===== config.mk =====
export PLATFORM = sky130hd
export DESIGN_NAME = mar_top
export DESIGN_NICKNAME = d
export VERILOG_FILES = /design/src/core/mar_scale.v /design/src/core/mar_pulse.v /design/src/core/mar_top.v
export VERILOG_INCLUDE_DIRS = /design/src /design/src/core
export SDC_FILE = /design/constraint.sdc
export NUM_CORES = 2
export LEC_CHECK = 0
export ABC_AREA = 1
export BUFFER_PORTS_ARGS = -buffer_cell sky130_fd_sc_hd__buf_2
export CORE_UTILIZATION = 25
export CTS_BUF_LIST = sky130_fd_sc_hd__clkbuf_4
export DETAILED_ROUTE_END_ITERATION = 10
export PLACE_DENSITY = 0.45
export SLEW_MARGIN = 25
export SYNTH_ARGS = -nofsm -noshare
export SYNTH_HDL_FRONTEND = slang
export SYNTH_SLANG_ARGS = --single-unit

===== constraint.sdc =====
create_clock -name ref_clk -period 7.3 [get_ports ref_clk]
set_clock_uncertainty 0.05 [all_clocks]
set_input_delay 1.095 -clock ref_clk [delete_from_list [all_inputs] [get_ports ref_clk]]
set_output_delay 1.095 -clock ref_clk [all_outputs]
set_load 0.005 [all_outputs]

===== src/core/mar_regs.vh =====
// Constants for the monitor output and alarm relay block.
// Assumes a single 50 MHz clock and a plain address/strobe register port.
`ifndef MAR_REGS_VH
`define MAR_REGS_VH

// Register byte offsets.
`define MAR_OFF_AM_GAIN 8'h00
`define MAR_OFF_AM_ITEM 8'h04
`define MAR_OFF_PM_RATE 8'h08
`define MAR_OFF_PM_AVG 8'h0c
`define MAR_OFF_PM_ITEM 8'h10
`define MAR_OFF_RLY_MODE 8'h14
`define MAR_OFF_COMM_AO 8'h18
`define MAR_OFF_STATUS 8'h1c

// Reset values.
`define MAR_RST_AM_GAIN 8'h64
`define MAR_RST_AM_ITEM 4'h0
`define MAR_RST_PM_RATE 13'h05dc
`define MAR_RST_PM_AVG 8'h00
`define MAR_RST_PM_ITEM 4'h0
`define MAR_RST_RLY_MODE 1'b0
`define MAR_RST_COMM_AO 12'h000

// Setting limits.
`define MAR_ITEM_MAX 4'ha
`define MAR_PCT_MAX 8'hc8
`define MAR_RATE_MIN 13'h012c
`define MAR_RATE_MAX 13'h1770

// Monitor items.
`define MAR_IT_FREQ1 4'h0
`define MAR_IT_FREQ2 4'h1
`define MAR_IT_CURR 4'h2
`define MAR_IT_VOLT 4'h3
`define MAR_IT_TORQ 4'h4
`define MAR_IT_LOAD 4'h5
`define MAR_IT_POWER 4'h6
`define MAR_IT_PID 4'h7
`define MAR_IT_PG 4'h8
`define MAR_IT_DCLINK 4'h9
`define MAR_IT_COMM 4'ha

// Full-scale volts per voltage class.
`define MAR_FS_VOUT_LO 17'h000fa
`define MAR_FS_VOUT_HI 17'h001f4
`define MAR_FS_DC_LO 17'h001f4
`define MAR_FS_DC_HI 17'h003e8

// Monitor amount: 4096 is 100 percent, 8191 is the ceiling.
`define MAR_AMT_SHIFT 12
`define MAR_AMT_CEIL 13'h1fff
`define MAR_DAC_MAX 12'hfff
`define MAR_PCT_DIV 21'h000064

// Pulse monitor timing.
`define MAR_FIXED_RATE 13'h0a6e
`define MAR_INC_K 15'h55e6
`define MAR_DUTY_K 13'h147b

// Clock and control voltage delay.
`define MAR_CLK_HZ 50000000
`define MAR_READY_MS 1000
`define MAR_READY_CYC (`MAR_READY_MS * (`MAR_CLK_HZ / 1000))

`endif


===== src/core/mar_scale.v =====
// Item selection and scaling of one monitor channel to a monitor amount.
// Assumes all quantities come from logic on the same clock.
`timescale 1ns/10ps
`default_nettype none
`include "mar_regs.vh"

module mar_scale (
  input wire clk,
  input wire rst_n,
  input wire [3:0] item,
  input wire [15:0] out_freq1,
  input wire [15:0] out_freq2,
  input wire [15:0] max_freq,
  input wire [15:0] out_current,
  input wire [15:0] inv_rated_current,
  input wire [15:0] out_voltage,
  input wire high_voltage_class,
  input wire [15:0] out_torque,
  input wire [15:0] motor_rated_torque,
  input wire [15:0] load_rate,
  input wire [15:0] motor_rated_load,
  input wire [15:0] power_in,
  input wire [15:0] inv_rated_power,
  input wire regen_active,
  input wire [15:0] pid_feedback,
  input wire [15:0] pid_full_scale,
  input wire [15:0] pg_feedback,
  input wire [15:0] sync_speed,
  input wire [15:0] dc_link_voltage,
  input wire [11:0] comm_value,
  output reg [12:0] amount_q
);
  reg [15:0] num;
  reg [16:0] fs;
  reg [27:0] quot;
  reg [12:0] amount_d;

  always @* begin
    num = 16'h0000;
    fs = 17'h00000;
    case (item)
      `MAR_IT_FREQ1: begin num = out_freq1; fs = {1'b0, max_freq}; end // RULE2
      `MAR_IT_FREQ2: begin num = out_freq2; fs = {1'b0, max_freq}; end // RULE2
      `MAR_IT_CURR: begin num = out_current; fs = {inv_rated_current, 1'b0}; end // RULE3
      `MAR_IT_VOLT: begin
        num = out_voltage;
        fs = high_voltage_class ? `MAR_FS_VOUT_HI : `MAR_FS_VOUT_LO;
      end
      `MAR_IT_TORQ: begin num = out_torque; fs = {motor_rated_torque, 1'b0}; end // RULE3
      `MAR_IT_LOAD: begin num = load_rate; fs = {motor_rated_load, 1'b0}; end // RULE3
      `MAR_IT_POWER: begin
        num = regen_active ? 16'h0000 : power_in; // RULE5
        fs = {inv_rated_power, 1'b0}; // RULE3
      end
      `MAR_IT_PID: begin num = pid_feedback; fs = {1'b0, pid_full_scale}; end
      `MAR_IT_PG: begin num = pg_feedback; fs = {1'b0, sync_speed}; end
      `MAR_IT_DCLINK: begin
        num = dc_link_voltage;
        fs = high_voltage_class ? `MAR_FS_DC_HI : `MAR_FS_DC_LO; // RULE4
      end
      default: begin
        num = 16'h0000;
        fs = 17'h00000;
      end
    endcase
    // A zero full scale would divide by zero, so the quotient reads zero.
    quot = (fs == 17'h00000) ? 28'h0000000 : ({num, 12'h000} / {11'h000, fs});
    if (item == `MAR_IT_COMM)
      amount_d = {1'b0, comm_value}; // RULE6
    else if (quot > {15'h0000, `MAR_AMT_CEIL})
      amount_d = `MAR_AMT_CEIL;
    else
      amount_d = quot[12:0];
  end

  always @(posedge clk or negedge rst_n) begin
    if (!rst_n)
      amount_q <= 13'h0000;
    else
      amount_q <= amount_d;
  end
endmodule
`default_nettype wire


===== src/core/mar_pulse.v =====
// Pulse monitor generator: rate-modulated or duty-modulated pulse train.
// Assumes a 50 MHz clock; a 32-bit phase accumulator sets the pulse period.
`timescale 1ns/10ps
`default_nettype none
`include "mar_regs.vh"

module mar_pulse (
  input wire clk,
  input wire rst_n,
  input wire [12:0] amount,
  input wire [12:0] max_rate,
  input wire [7:0] avg_pct,
  output reg pulse_q
);
  reg [31:0] acc_q;
  wire [25:0] rate_prod;
  wire [13:0] rate_lin;
  wire [12:0] rate_var;
  wire [12:0] rate;
  wire [27:0] inc_prod;
  wire [33:0] thr_full;
  wire [32:0] thr;
  wire duty_mode;

  assign duty_mode = (avg_pct != 8'h00);
  assign rate_prod = max_rate * amount;
  assign rate_lin = rate_prod[25:12]; // RULE17
  assign rate_var = (rate_lin > {1'b0, max_rate}) ? max_rate : rate_lin[12:0]; // RULE10
  assign rate = duty_mode ? `MAR_FIXED_RATE : rate_var; // RULE11
  // Phase increment is rate times 2^32 over the clock rate, in 8 extra bits.
  assign inc_prod = rate * `MAR_INC_K;
  // High-time fraction is amount times setting over 4096 times 200.
  assign thr_full = amount * avg_pct * `MAR_DUTY_K;
  assign thr = (thr_full[33:32] != 2'b00) ? 33'h100000000 : {1'b0, thr_full[31:0]};

  always @(posedge clk or negedge rst_n) begin
    if (!rst_n) begin
      acc_q <= 32'h00000000;
      pulse_q <= 1'b0;
    end else begin
      acc_q <= acc_q + {12'h000, inc_prod[27:8]};
      if (duty_mode)
        pulse_q <= ({1'b0, acc_q} < thr); // RULE12
      else
        pulse_q <= (rate != 13'h0000) && !acc_q[31]; // RULE10
    end
  end
endmodule
`default_nettype wire


===== src/core/mar_top.v =====
// Monitor outputs and alarm relay drive of the motor drive.
// Assumes quantities and the alarm come from drive logic on ref_clk.
// Settings arrive over a plain strobe port; read data follows a cycle later.
// The relay output is the coil drive; contact wiring lies outside.
// Notes on behaviour
// RULE1 - Analog item chosen by code 0 to 10
// RULE2 - Codes 0/1: frequency, full scale max frequency
// RULE3 - Current, torque, load, power: twice rated value
// RULE4 - DC link full scale 500 or 1000 V
// RULE5 - Power reads zero while regenerating
// RULE6 - Code 10 outputs communication-written 0-10 V value
// RULE7 - Analog gain 0 to 200 percent, 1 percent steps
// RULE8 - Pulse item uses the same code table
// RULE9 - Pulse rate setting 300 to 6000 per second
// RULE10 - Average 0%: rate varies, duty 50 percent
// RULE11 - Average 1-200%: fixed 2670 rate, duty varies
// RULE12 - Average voltage is 15.6 V times duty
// RULE13 - Mode 0: energize relay on alarm
// RULE14 - Mode 1: energize relay in normal operation
// RULE15 - Mode 1 energizes only after control voltage
// RULE16 - Relay released while unpowered or in reset
// RULE17 - Pulse rate linear with amount, max at 100%
`timescale 1ns/10ps
`default_nettype none
`include "mar_regs.vh"

module mar_top #(
  parameter [31:0] READY_CYC = `MAR_READY_CYC
) (
  input wire ref_clk,
  input wire rst_n,
  input wire [7:0] reg_addr,
  input wire [31:0] reg_wdata,
  input wire reg_wr,
  input wire reg_rd,
  output reg [31:0] reg_rdata,
  input wire [15:0] out_freq1,
  input wire [15:0] out_freq2,
  input wire [15:0] max_freq,
  input wire [15:0] out_current,
  input wire [15:0] inv_rated_current,
  input wire [15:0] out_voltage,
  input wire high_voltage_class,
  input wire [15:0] out_torque,
  input wire [15:0] motor_rated_torque,
  input wire [15:0] load_rate,
  input wire [15:0] motor_rated_load,
  input wire [15:0] power_in,
  input wire [15:0] inv_rated_power,
  input wire regen_active,
  input wire [15:0] pid_feedback,
  input wire [15:0] pid_full_scale,
  input wire [15:0] pg_feedback,
  input wire [15:0] sync_speed,
  input wire [15:0] dc_link_voltage,
  input wire drive_alarm,
  output reg [11:0] analog_monitor_pin,
  output wire pulse_monitor_pin,
  output reg alarm_relay,
  output reg ctrl_voltage_ok
);
  reg rst_meta_q;
  reg rst_sync_q;
  wire rst_n_i;

  // Settings written by software.
  reg [7:0] analog_monitor_gain_q;
  reg [3:0] analog_monitor_item_select_q;
  reg [12:0] pulse_monitor_max_rate_q;
  reg [7:0] pulse_monitor_avg_voltage_q;
  reg [3:0] pulse_monitor_item_select_q;
  reg alarm_relay_polarity_mode_q;
  reg [11:0] comm_written_analog_value_q;

  // Relay timing and the monitor datapath.
  reg [31:0] ready_cnt_q;
  reg alarm_relay_d;
  wire [25:0] amt_bus;
  wire [12:0] analog_amount;
  wire [12:0] pulse_amount;
  wire [20:0] analog_prod;
  wire [20:0] analog_lvl;
  wire [11:0] analog_d;
  reg [31:0] rdata_d;

  // Decoded write checks, channel item codes and the status word.
  wire pct_wr_ok;
  wire item_wr_ok;
  wire rate_wr_ok;
  wire ready_hit;
  wire [3:0] chan_item [0:1];
  wire [31:0] status_word;

  // The reset is released through two flops so that all logic leaves reset together.
  // Only the second flop is read by any logic.
  always @(posedge ref_clk or negedge rst_n) begin
    if (!rst_n) begin
      rst_meta_q <= 1'b0;
      rst_sync_q <= 1'b0;
    end else begin
      rst_meta_q <= 1'b1;
      rst_sync_q <= rst_meta_q;
    end
  end
  assign rst_n_i = rst_sync_q;

  // Both percent settings and both item codes share their limits,
  // so one check serves each pair.
  assign pct_wr_ok = (reg_wdata[31:8] == 24'h000000) && (reg_wdata[7:0] <= `MAR_PCT_MAX);
  assign item_wr_ok = (reg_wdata[31:4] == 28'h0000000) && (reg_wdata[3:0] <= `MAR_ITEM_MAX);
  assign rate_wr_ok = (reg_wdata[31:13] == 19'h00000) && (reg_wdata[12:0] >= `MAR_RATE_MIN) &&
                      (reg_wdata[12:0] <= `MAR_RATE_MAX);

  // Out-of-range percent, rate and item writes are ignored so that a setting never leaves its range.
  always @(posedge ref_clk or negedge rst_n_i) begin
    if (!rst_n_i) begin
      analog_monitor_gain_q <= `MAR_RST_AM_GAIN;
      analog_monitor_item_select_q <= `MAR_RST_AM_ITEM;
      pulse_monitor_max_rate_q <= `MAR_RST_PM_RATE;
      pulse_monitor_avg_voltage_q <= `MAR_RST_PM_AVG;
      pulse_monitor_item_select_q <= `MAR_RST_PM_ITEM;
      alarm_relay_polarity_mode_q <= `MAR_RST_RLY_MODE;
      comm_written_analog_value_q <= `MAR_RST_COMM_AO;
    end else if (reg_wr) begin
      case (reg_addr)
        `MAR_OFF_AM_GAIN: begin
          if (pct_wr_ok)
            analog_monitor_gain_q <= reg_wdata[7:0]; // RULE7
        end
        `MAR_OFF_AM_ITEM: begin
          if (item_wr_ok)
            analog_monitor_item_select_q <= reg_wdata[3:0]; // RULE1
        end
        `MAR_OFF_PM_RATE: begin
          if (rate_wr_ok)
            pulse_monitor_max_rate_q <= reg_wdata[12:0]; // RULE9
        end
        `MAR_OFF_PM_AVG: begin
          if (pct_wr_ok)
            pulse_monitor_avg_voltage_q <= reg_wdata[7:0]; // RULE11
        end
        `MAR_OFF_PM_ITEM: begin
          if (item_wr_ok)
            pulse_monitor_item_select_q <= reg_wdata[3:0]; // RULE8
        end
        `MAR_OFF_RLY_MODE: begin
          // Only bit 0 is kept; upper bits are not checked.
          alarm_relay_polarity_mode_q <= reg_wdata[0];
        end
        `MAR_OFF_COMM_AO: begin
          // Taken as is; the pin follows two cycles later.
          comm_written_analog_value_q <= reg_wdata[11:0]; // RULE6
        end
        default: begin
        end
      endcase
    end
  end

  // Both channels share one scaler design and the same item table.
  // Two copies cost area but keep the channels independent.
  assign chan_item[0] = analog_monitor_item_select_q;
  assign chan_item[1] = pulse_monitor_item_select_q; // RULE8

  genvar g;
  generate
    for (g = 0; g < 2; g = g + 1) begin : chan
      mar_scale u_scale (
        .clk(ref_clk),
        .rst_n(rst_n_i),
        .item(chan_item[g]), // RULE8
        .out_freq1(out_freq1),
        .out_freq2(out_freq2),
        .max_freq(max_freq),
        .out_current(out_current),
        .inv_rated_current(inv_rated_current),
        .out_voltage(out_voltage),
        .high_voltage_class(high_voltage_class),
        .out_torque(out_torque),
        .motor_rated_torque(motor_rated_torque),
        .load_rate(load_rate),
        .motor_rated_load(motor_rated_load),
        .power_in(power_in),
        .inv_rated_power(inv_rated_power),
        .regen_active(regen_active),
        .pid_feedback(pid_feedback),
        .pid_full_scale(pid_full_scale),
        .pg_feedback(pg_feedback),
        .sync_speed(sync_speed),
        .dc_link_voltage(dc_link_voltage),
        .comm_value(comm_written_analog_value_q),
        .amount_q(amt_bus[g*13 +: 13])
      );
    end
  endgenerate
  // Channel 0 feeds the analog pin, channel 1 the pulses.
  assign analog_amount = amt_bus[12:0];
  assign pulse_amount = amt_bus[25:13];

  // Level is amount times gain percent; 4095 codes stand for 10 V and clip there.
  // Gain scales the written item too, so 100 percent passes it through.
  assign analog_prod = analog_amount * analog_monitor_gain_q;
  assign analog_lvl = analog_prod / `MAR_PCT_DIV; // RULE7
  assign analog_d = (analog_lvl > {9'h000, `MAR_DAC_MAX}) ? `MAR_DAC_MAX :
                    analog_lvl[11:0];

  always @(posedge ref_clk or negedge rst_n_i) begin
    if (!rst_n_i)
      analog_monitor_pin <= 12'h000;
    else
      analog_monitor_pin <= analog_d; // RULE1
  end

  // The pin is registered in the generator, so it has no decode glitches.
  // Both pulse modes share the one phase accumulator.
  mar_pulse u_pulse (
    .clk(ref_clk),
    .rst_n(rst_n_i),
    .amount(pulse_amount),
    .max_rate(pulse_monitor_max_rate_q),
    .avg_pct(pulse_monitor_avg_voltage_q),
    .pulse_q(pulse_monitor_pin)
  );

  assign ready_hit = (ready_cnt_q >= READY_CYC - 32'h00000001);

  // Control voltage counts as established a fixed delay after reset release.
  // The counter stops once the flag is set, so it can never wrap.
  always @(posedge ref_clk or negedge rst_n_i) begin
    if (!rst_n_i) begin
      ready_cnt_q <= 32'h00000000;
      ctrl_voltage_ok <= 1'b0;
    end else if (!ctrl_voltage_ok) begin
      ready_cnt_q <= ready_cnt_q + 32'h00000001;
      if (ready_hit)
        ctrl_voltage_ok <= 1'b1; // RULE15
    end
  end

  // Both polarities hold the coil released until control voltage is up.
  // A polarity write acts at the next edge and may make the relay chatter.
  always @* begin
    if (!ctrl_voltage_ok)
      alarm_relay_d = 1'b0; // RULE15
    else if (alarm_relay_polarity_mode_q)
      alarm_relay_d = !drive_alarm; // RULE14
    else
      alarm_relay_d = drive_alarm; // RULE13
  end

  // The coil drops out at once on reset, as it would with power removed.
  // It stays released until the internal reset has gone.
  always @(posedge ref_clk or negedge rst_n_i) begin
    if (!rst_n_i)
      alarm_relay <= 1'b0; // RULE16
    else
      alarm_relay <= alarm_relay_d;
  end

  // Status shows ready flag, relay and pulse pin live, plus the analog amount and only the top two analog pin bits.
  assign status_word = {14'h0000, ctrl_voltage_ok, alarm_relay,
                        pulse_monitor_pin, analog_amount[12:0],
                        analog_monitor_pin[11:10]};

  always @* begin
    rdata_d = 32'h00000000;
    case (reg_addr)
      `MAR_OFF_AM_GAIN:
        rdata_d = {24'h000000, analog_monitor_gain_q};
      `MAR_OFF_AM_ITEM:
        rdata_d = {28'h0000000, analog_monitor_item_select_q};
      `MAR_OFF_PM_RATE:
        rdata_d = {19'h00000, pulse_monitor_max_rate_q};
      `MAR_OFF_PM_AVG:
        rdata_d = {24'h000000, pulse_monitor_avg_voltage_q};
      `MAR_OFF_PM_ITEM:
        rdata_d = {28'h0000000, pulse_monitor_item_select_q};
      `MAR_OFF_RLY_MODE:
        rdata_d = {31'h00000000, alarm_relay_polarity_mode_q};
      `MAR_OFF_COMM_AO:
        rdata_d = {20'h00000, comm_written_analog_value_q};
      `MAR_OFF_STATUS:
        rdata_d = status_word;
      default:
        rdata_d = 32'h00000000;
    endcase
  end

  // Read data stands only in the cycle after the strobe and is zero otherwise.
  // Zero between reads keeps a stale word from looking fresh.
  always @(posedge ref_clk or negedge rst_n_i) begin
    if (!rst_n_i)
      reg_rdata <= 32'h00000000;
    else if (reg_rd)
      reg_rdata <= rdata_d;
    else
      reg_rdata <= 32'h00000000;
  end
endmodule
`default_nettype wire


==> flow_metrics.tcl <==
set metrics [dict create \
    place_ws_ns -53.15 \
    synth_edf_count 0 \
    crit_start "analog_monitor_item_select_q[1]" \
    antenna_found_initial 38 \
    cts_made_buffers 17 \
    ys_async_sr_fraction_pct 100.0 \
    status "finished with violations" \
    crit_arrival_ns 57.42 \
    synth.top_cells.by_area "ha_1 18%, nand2_1 14%, fa_1 12%, inv_1 9.3%, dfrtp_1 5.6%" \
    routed_wl_um 336200 \
    ant_nets 0 \
    grt_max_degree 60 \
    cts.path.max_buffers 2 \
    synthFlopType "dfrtp_1" \
    hp-class "flip-flop to async pin" \
    grt_first_pass_wirelength_um 503200 \
    max_freq_mhz 17.63 \
    synth_warnings 0 \
    slowest_delay_ns 0.53 \
    core.rowCount 199 \
    die_w_um 545.6 \
    cp-end-kind "flip-flop" \
    finalHoldViolCount 0 \
    synth-seq-cells 175 \
    viasPerCell 4.484 \
    coreArea_um2 293800 \
    routabilityCongestion 0.9621 \
    worst_pin_slew_ns 0.9967 \
    r2r-start "analog_monitor_item_select_q[1]" \
    fin_nets 17518 \
    yosysTopAreaCell "ha_1" \
    insertion_delay_ns 0.86 \
    rsz0062_at_grt "true" \
    reg2reg_setup_slack_ns -49.43 \
    cpMostUsedCell "nand2_2" \
    worstSetupEndpoint "chan[0].u_scale.amount_q[0]" \
    place_area_um2 110000 \
    drc 16 \
    avgSynthCellArea_um2 6.591 \
    layout_common_cells "4156 x buf_4, 2437 x nand2_1, 1752 x inv_1" \
    cts_num_sinks 175 \
    synth_area_um2 73860 \
    vias 88031 \
    io_buffers 351 \
    dpl.cell_count 18978 \
    netlist_instances 11206 \
    io_pins 366 \
    post-route-min-period_ns 56.73 \
    cap_violations 0 \
    start_util_pct 25.14 \
    slew_viol_final 0 \
    die_area_um2 297600 \
    setup_viol 70 \
    die_y_um 545.6 \
    drive_above_1_share_pct 41.39 \
    yosysUniqueCellTypes 94 \
    design_area_um2 119800 \
    layout.cells.non_filler 19631 \
    drt_iter0_drc 4581 \
    cts_root_buf "clkbuf_4" \
    crit_type "flip-flop to flip-flop" \
    dp_hpwl_um 283700 \
    yosysSeqAreaShare_pct 5.946 \
    post-route-period-util_pct 777.1 \
    startpoint_type "flip-flop" \
    violations "DRC, setup timing" \
    fin_ws_ns -49.43 \
    grt_use_total_pct 21.92 \
    synth_top_area_share_pct 18.48 \
    grt_pass1_vias 85731 \
    htreeDepth 4 \
    cp_slowest_cell "dfrtp_2" \
    layout_commonest_cell "buf_4" \
    path_clk_slew_ns 0.22 \
    r2r_cells 450 \
    cts_tree "built" \
    max_slew_margin_pct 33.42 \
    whs_ns 0.1883 \
    critPathRequiredTime_ns 7.99 \
    drtPass1Iterations 9 \
    area_delta_synth_final_pct 62.15 \
    gr-total-overflow 0 \
    routedWlPerCell_um 17.13 \
    cp_max_fo 10 \
    reg2reg_to "chan[0].u_scale.amount_q[0]" \
]
## synth_stat cells (all sizes together) (25+ instances only)
cell	instances
dfrtp	165
xor2	361
ha	1091
o31ai	25
xnor2	289
nor4	34
buf	89
clkbuf	173
o21bai	96
inv	1899
fa	425
nand4	166
a31oi	37
or2	124
a221oi	43
a21oi	674
o21ai	717
a21o	81
nor3	79
o22ai	36
nand2	2915
nor2	749
o211ai	28
nand3	705
## logic make-up (layout without fill, tap and decap cells)
kind of cell / count (synthesis) / in the layout / synth area share, %
flops: 175 / 175 / 5.946
mux: 8 / 8 / 0.1084
other cells: 2 / 31 / 0.01017
xor+xnor: 650 / 650 / 7.728
simple gates: 4818 / 4820 / 29.86
fa+ha+maj: 1516 / 1516 / 30.00
compound gates: 1851 / 1851 / 14.44
buf+inv: 2186 / 6661 / 11.90
## routing by layer
| metal | global-route usage (%) | part of all wire, % | vias up |
|---|---|---|---|
| met5 | 0 | 0.0068 | - |
| met1 | 26.91 | 43 | 40773 |
| met4 | 10.09 | 5.6 | 4 |
| li1 | - | - | 45289 |
| met2 | 39.12 | 48 | 1553 |
| met3 | 1.219 | 3.0 | 412 |
## flip-flops by register name, summed over array words and instances (netlist names)
| register | cells |
|---|---|
| pulse_monitor_item_select_q | 4 |
| rst_n_i | 1 |
| reg_rdata | 18 |
| alarm_relay_polarity_mode_q | 1 |
| u_pulse.pulse_q | 1 |
| pulse_monitor_avg_voltage_q | 8 |
| analog_monitor_item_select_q | 4 |
| analog_monitor_pin | 12 |
| ready_cnt_q | 32 |
| analog_monitor_gain_q | 8 |
| comm_written_analog_value_q | 12 |
| alarm_relay | 1 |
| ctrl_voltage_ok | 1 |
| chan.u_scale.amount_q | 26 |
| pulse_monitor_max_rate_q | 13 |
| rst_meta_q | 1 |
| u_pulse.acc_q | 32 |
## stage by stage
step | TNS (ns) | util [%]
finish | -1137.74 | 40.76
floorplan | -1161.48 | -
CTS | -1139.06 | 39.03
detailed placement | -1206.84 | 37.43
global route | -1250.90 | 40.76
global placement | -1197.31 | 37.42
## layout make-up
class | instances | area, µm²
fillers | 30963 | 174000
multi-input cells | 8860 | 66620
repair buffers | 4700 | 36060
inverters | 1923 | 7390
well taps | 3919 | 4903
flip-flops and latches | 175 | 4405
clock inverters | 13 | 156.4
clock buffers | 19 | 142.6
repair inverters | 6 | 50.05
diodes | 16 | 40.04
## worst max-delay path: cells and delay by family, from the launching register on
kind            cells  cell delay (ns)
compound gates    153            21.91
xor+xnor            3             0.40
fa+ha+maj          27             6.79
buf+inv           100            10.43
flops               1             0.53
simple gates      167            16.34
## worst min-delay path by stage
stage,cells past startpoint,end,startpoint,slack [ns]
2_1_floorplan,0,rst_n_i,rst_meta_q,0.28
3_3_place_gp,0,ready_cnt_q[3],rst_n_i,0.19
3_5_place_dp,0,ready_cnt_q[4],rst_n_i,0.20
4_1_cts,0,ready_cnt_q[4],rst_n_i,0.21
5_1_grt,0,ready_cnt_q[3],rst_n_i,0.23
6_report,0,ready_cnt_q[0],rst_n_i,0.19
## repair_timing
action | CTS | global route
gates resized for setup | 438 | 769
setup endpoints to repair | 70 | 70
pin swaps | 313 | 658
endpoints found under the hold margin | 2 | 0
hold buffers | 1 | 0
gates cloned | 8 | 5
buffers inserted | 353 | 248
Power is not shown: default switching activity piles up to over one toggle a cycle in this logic, so the estimate is an artifact.
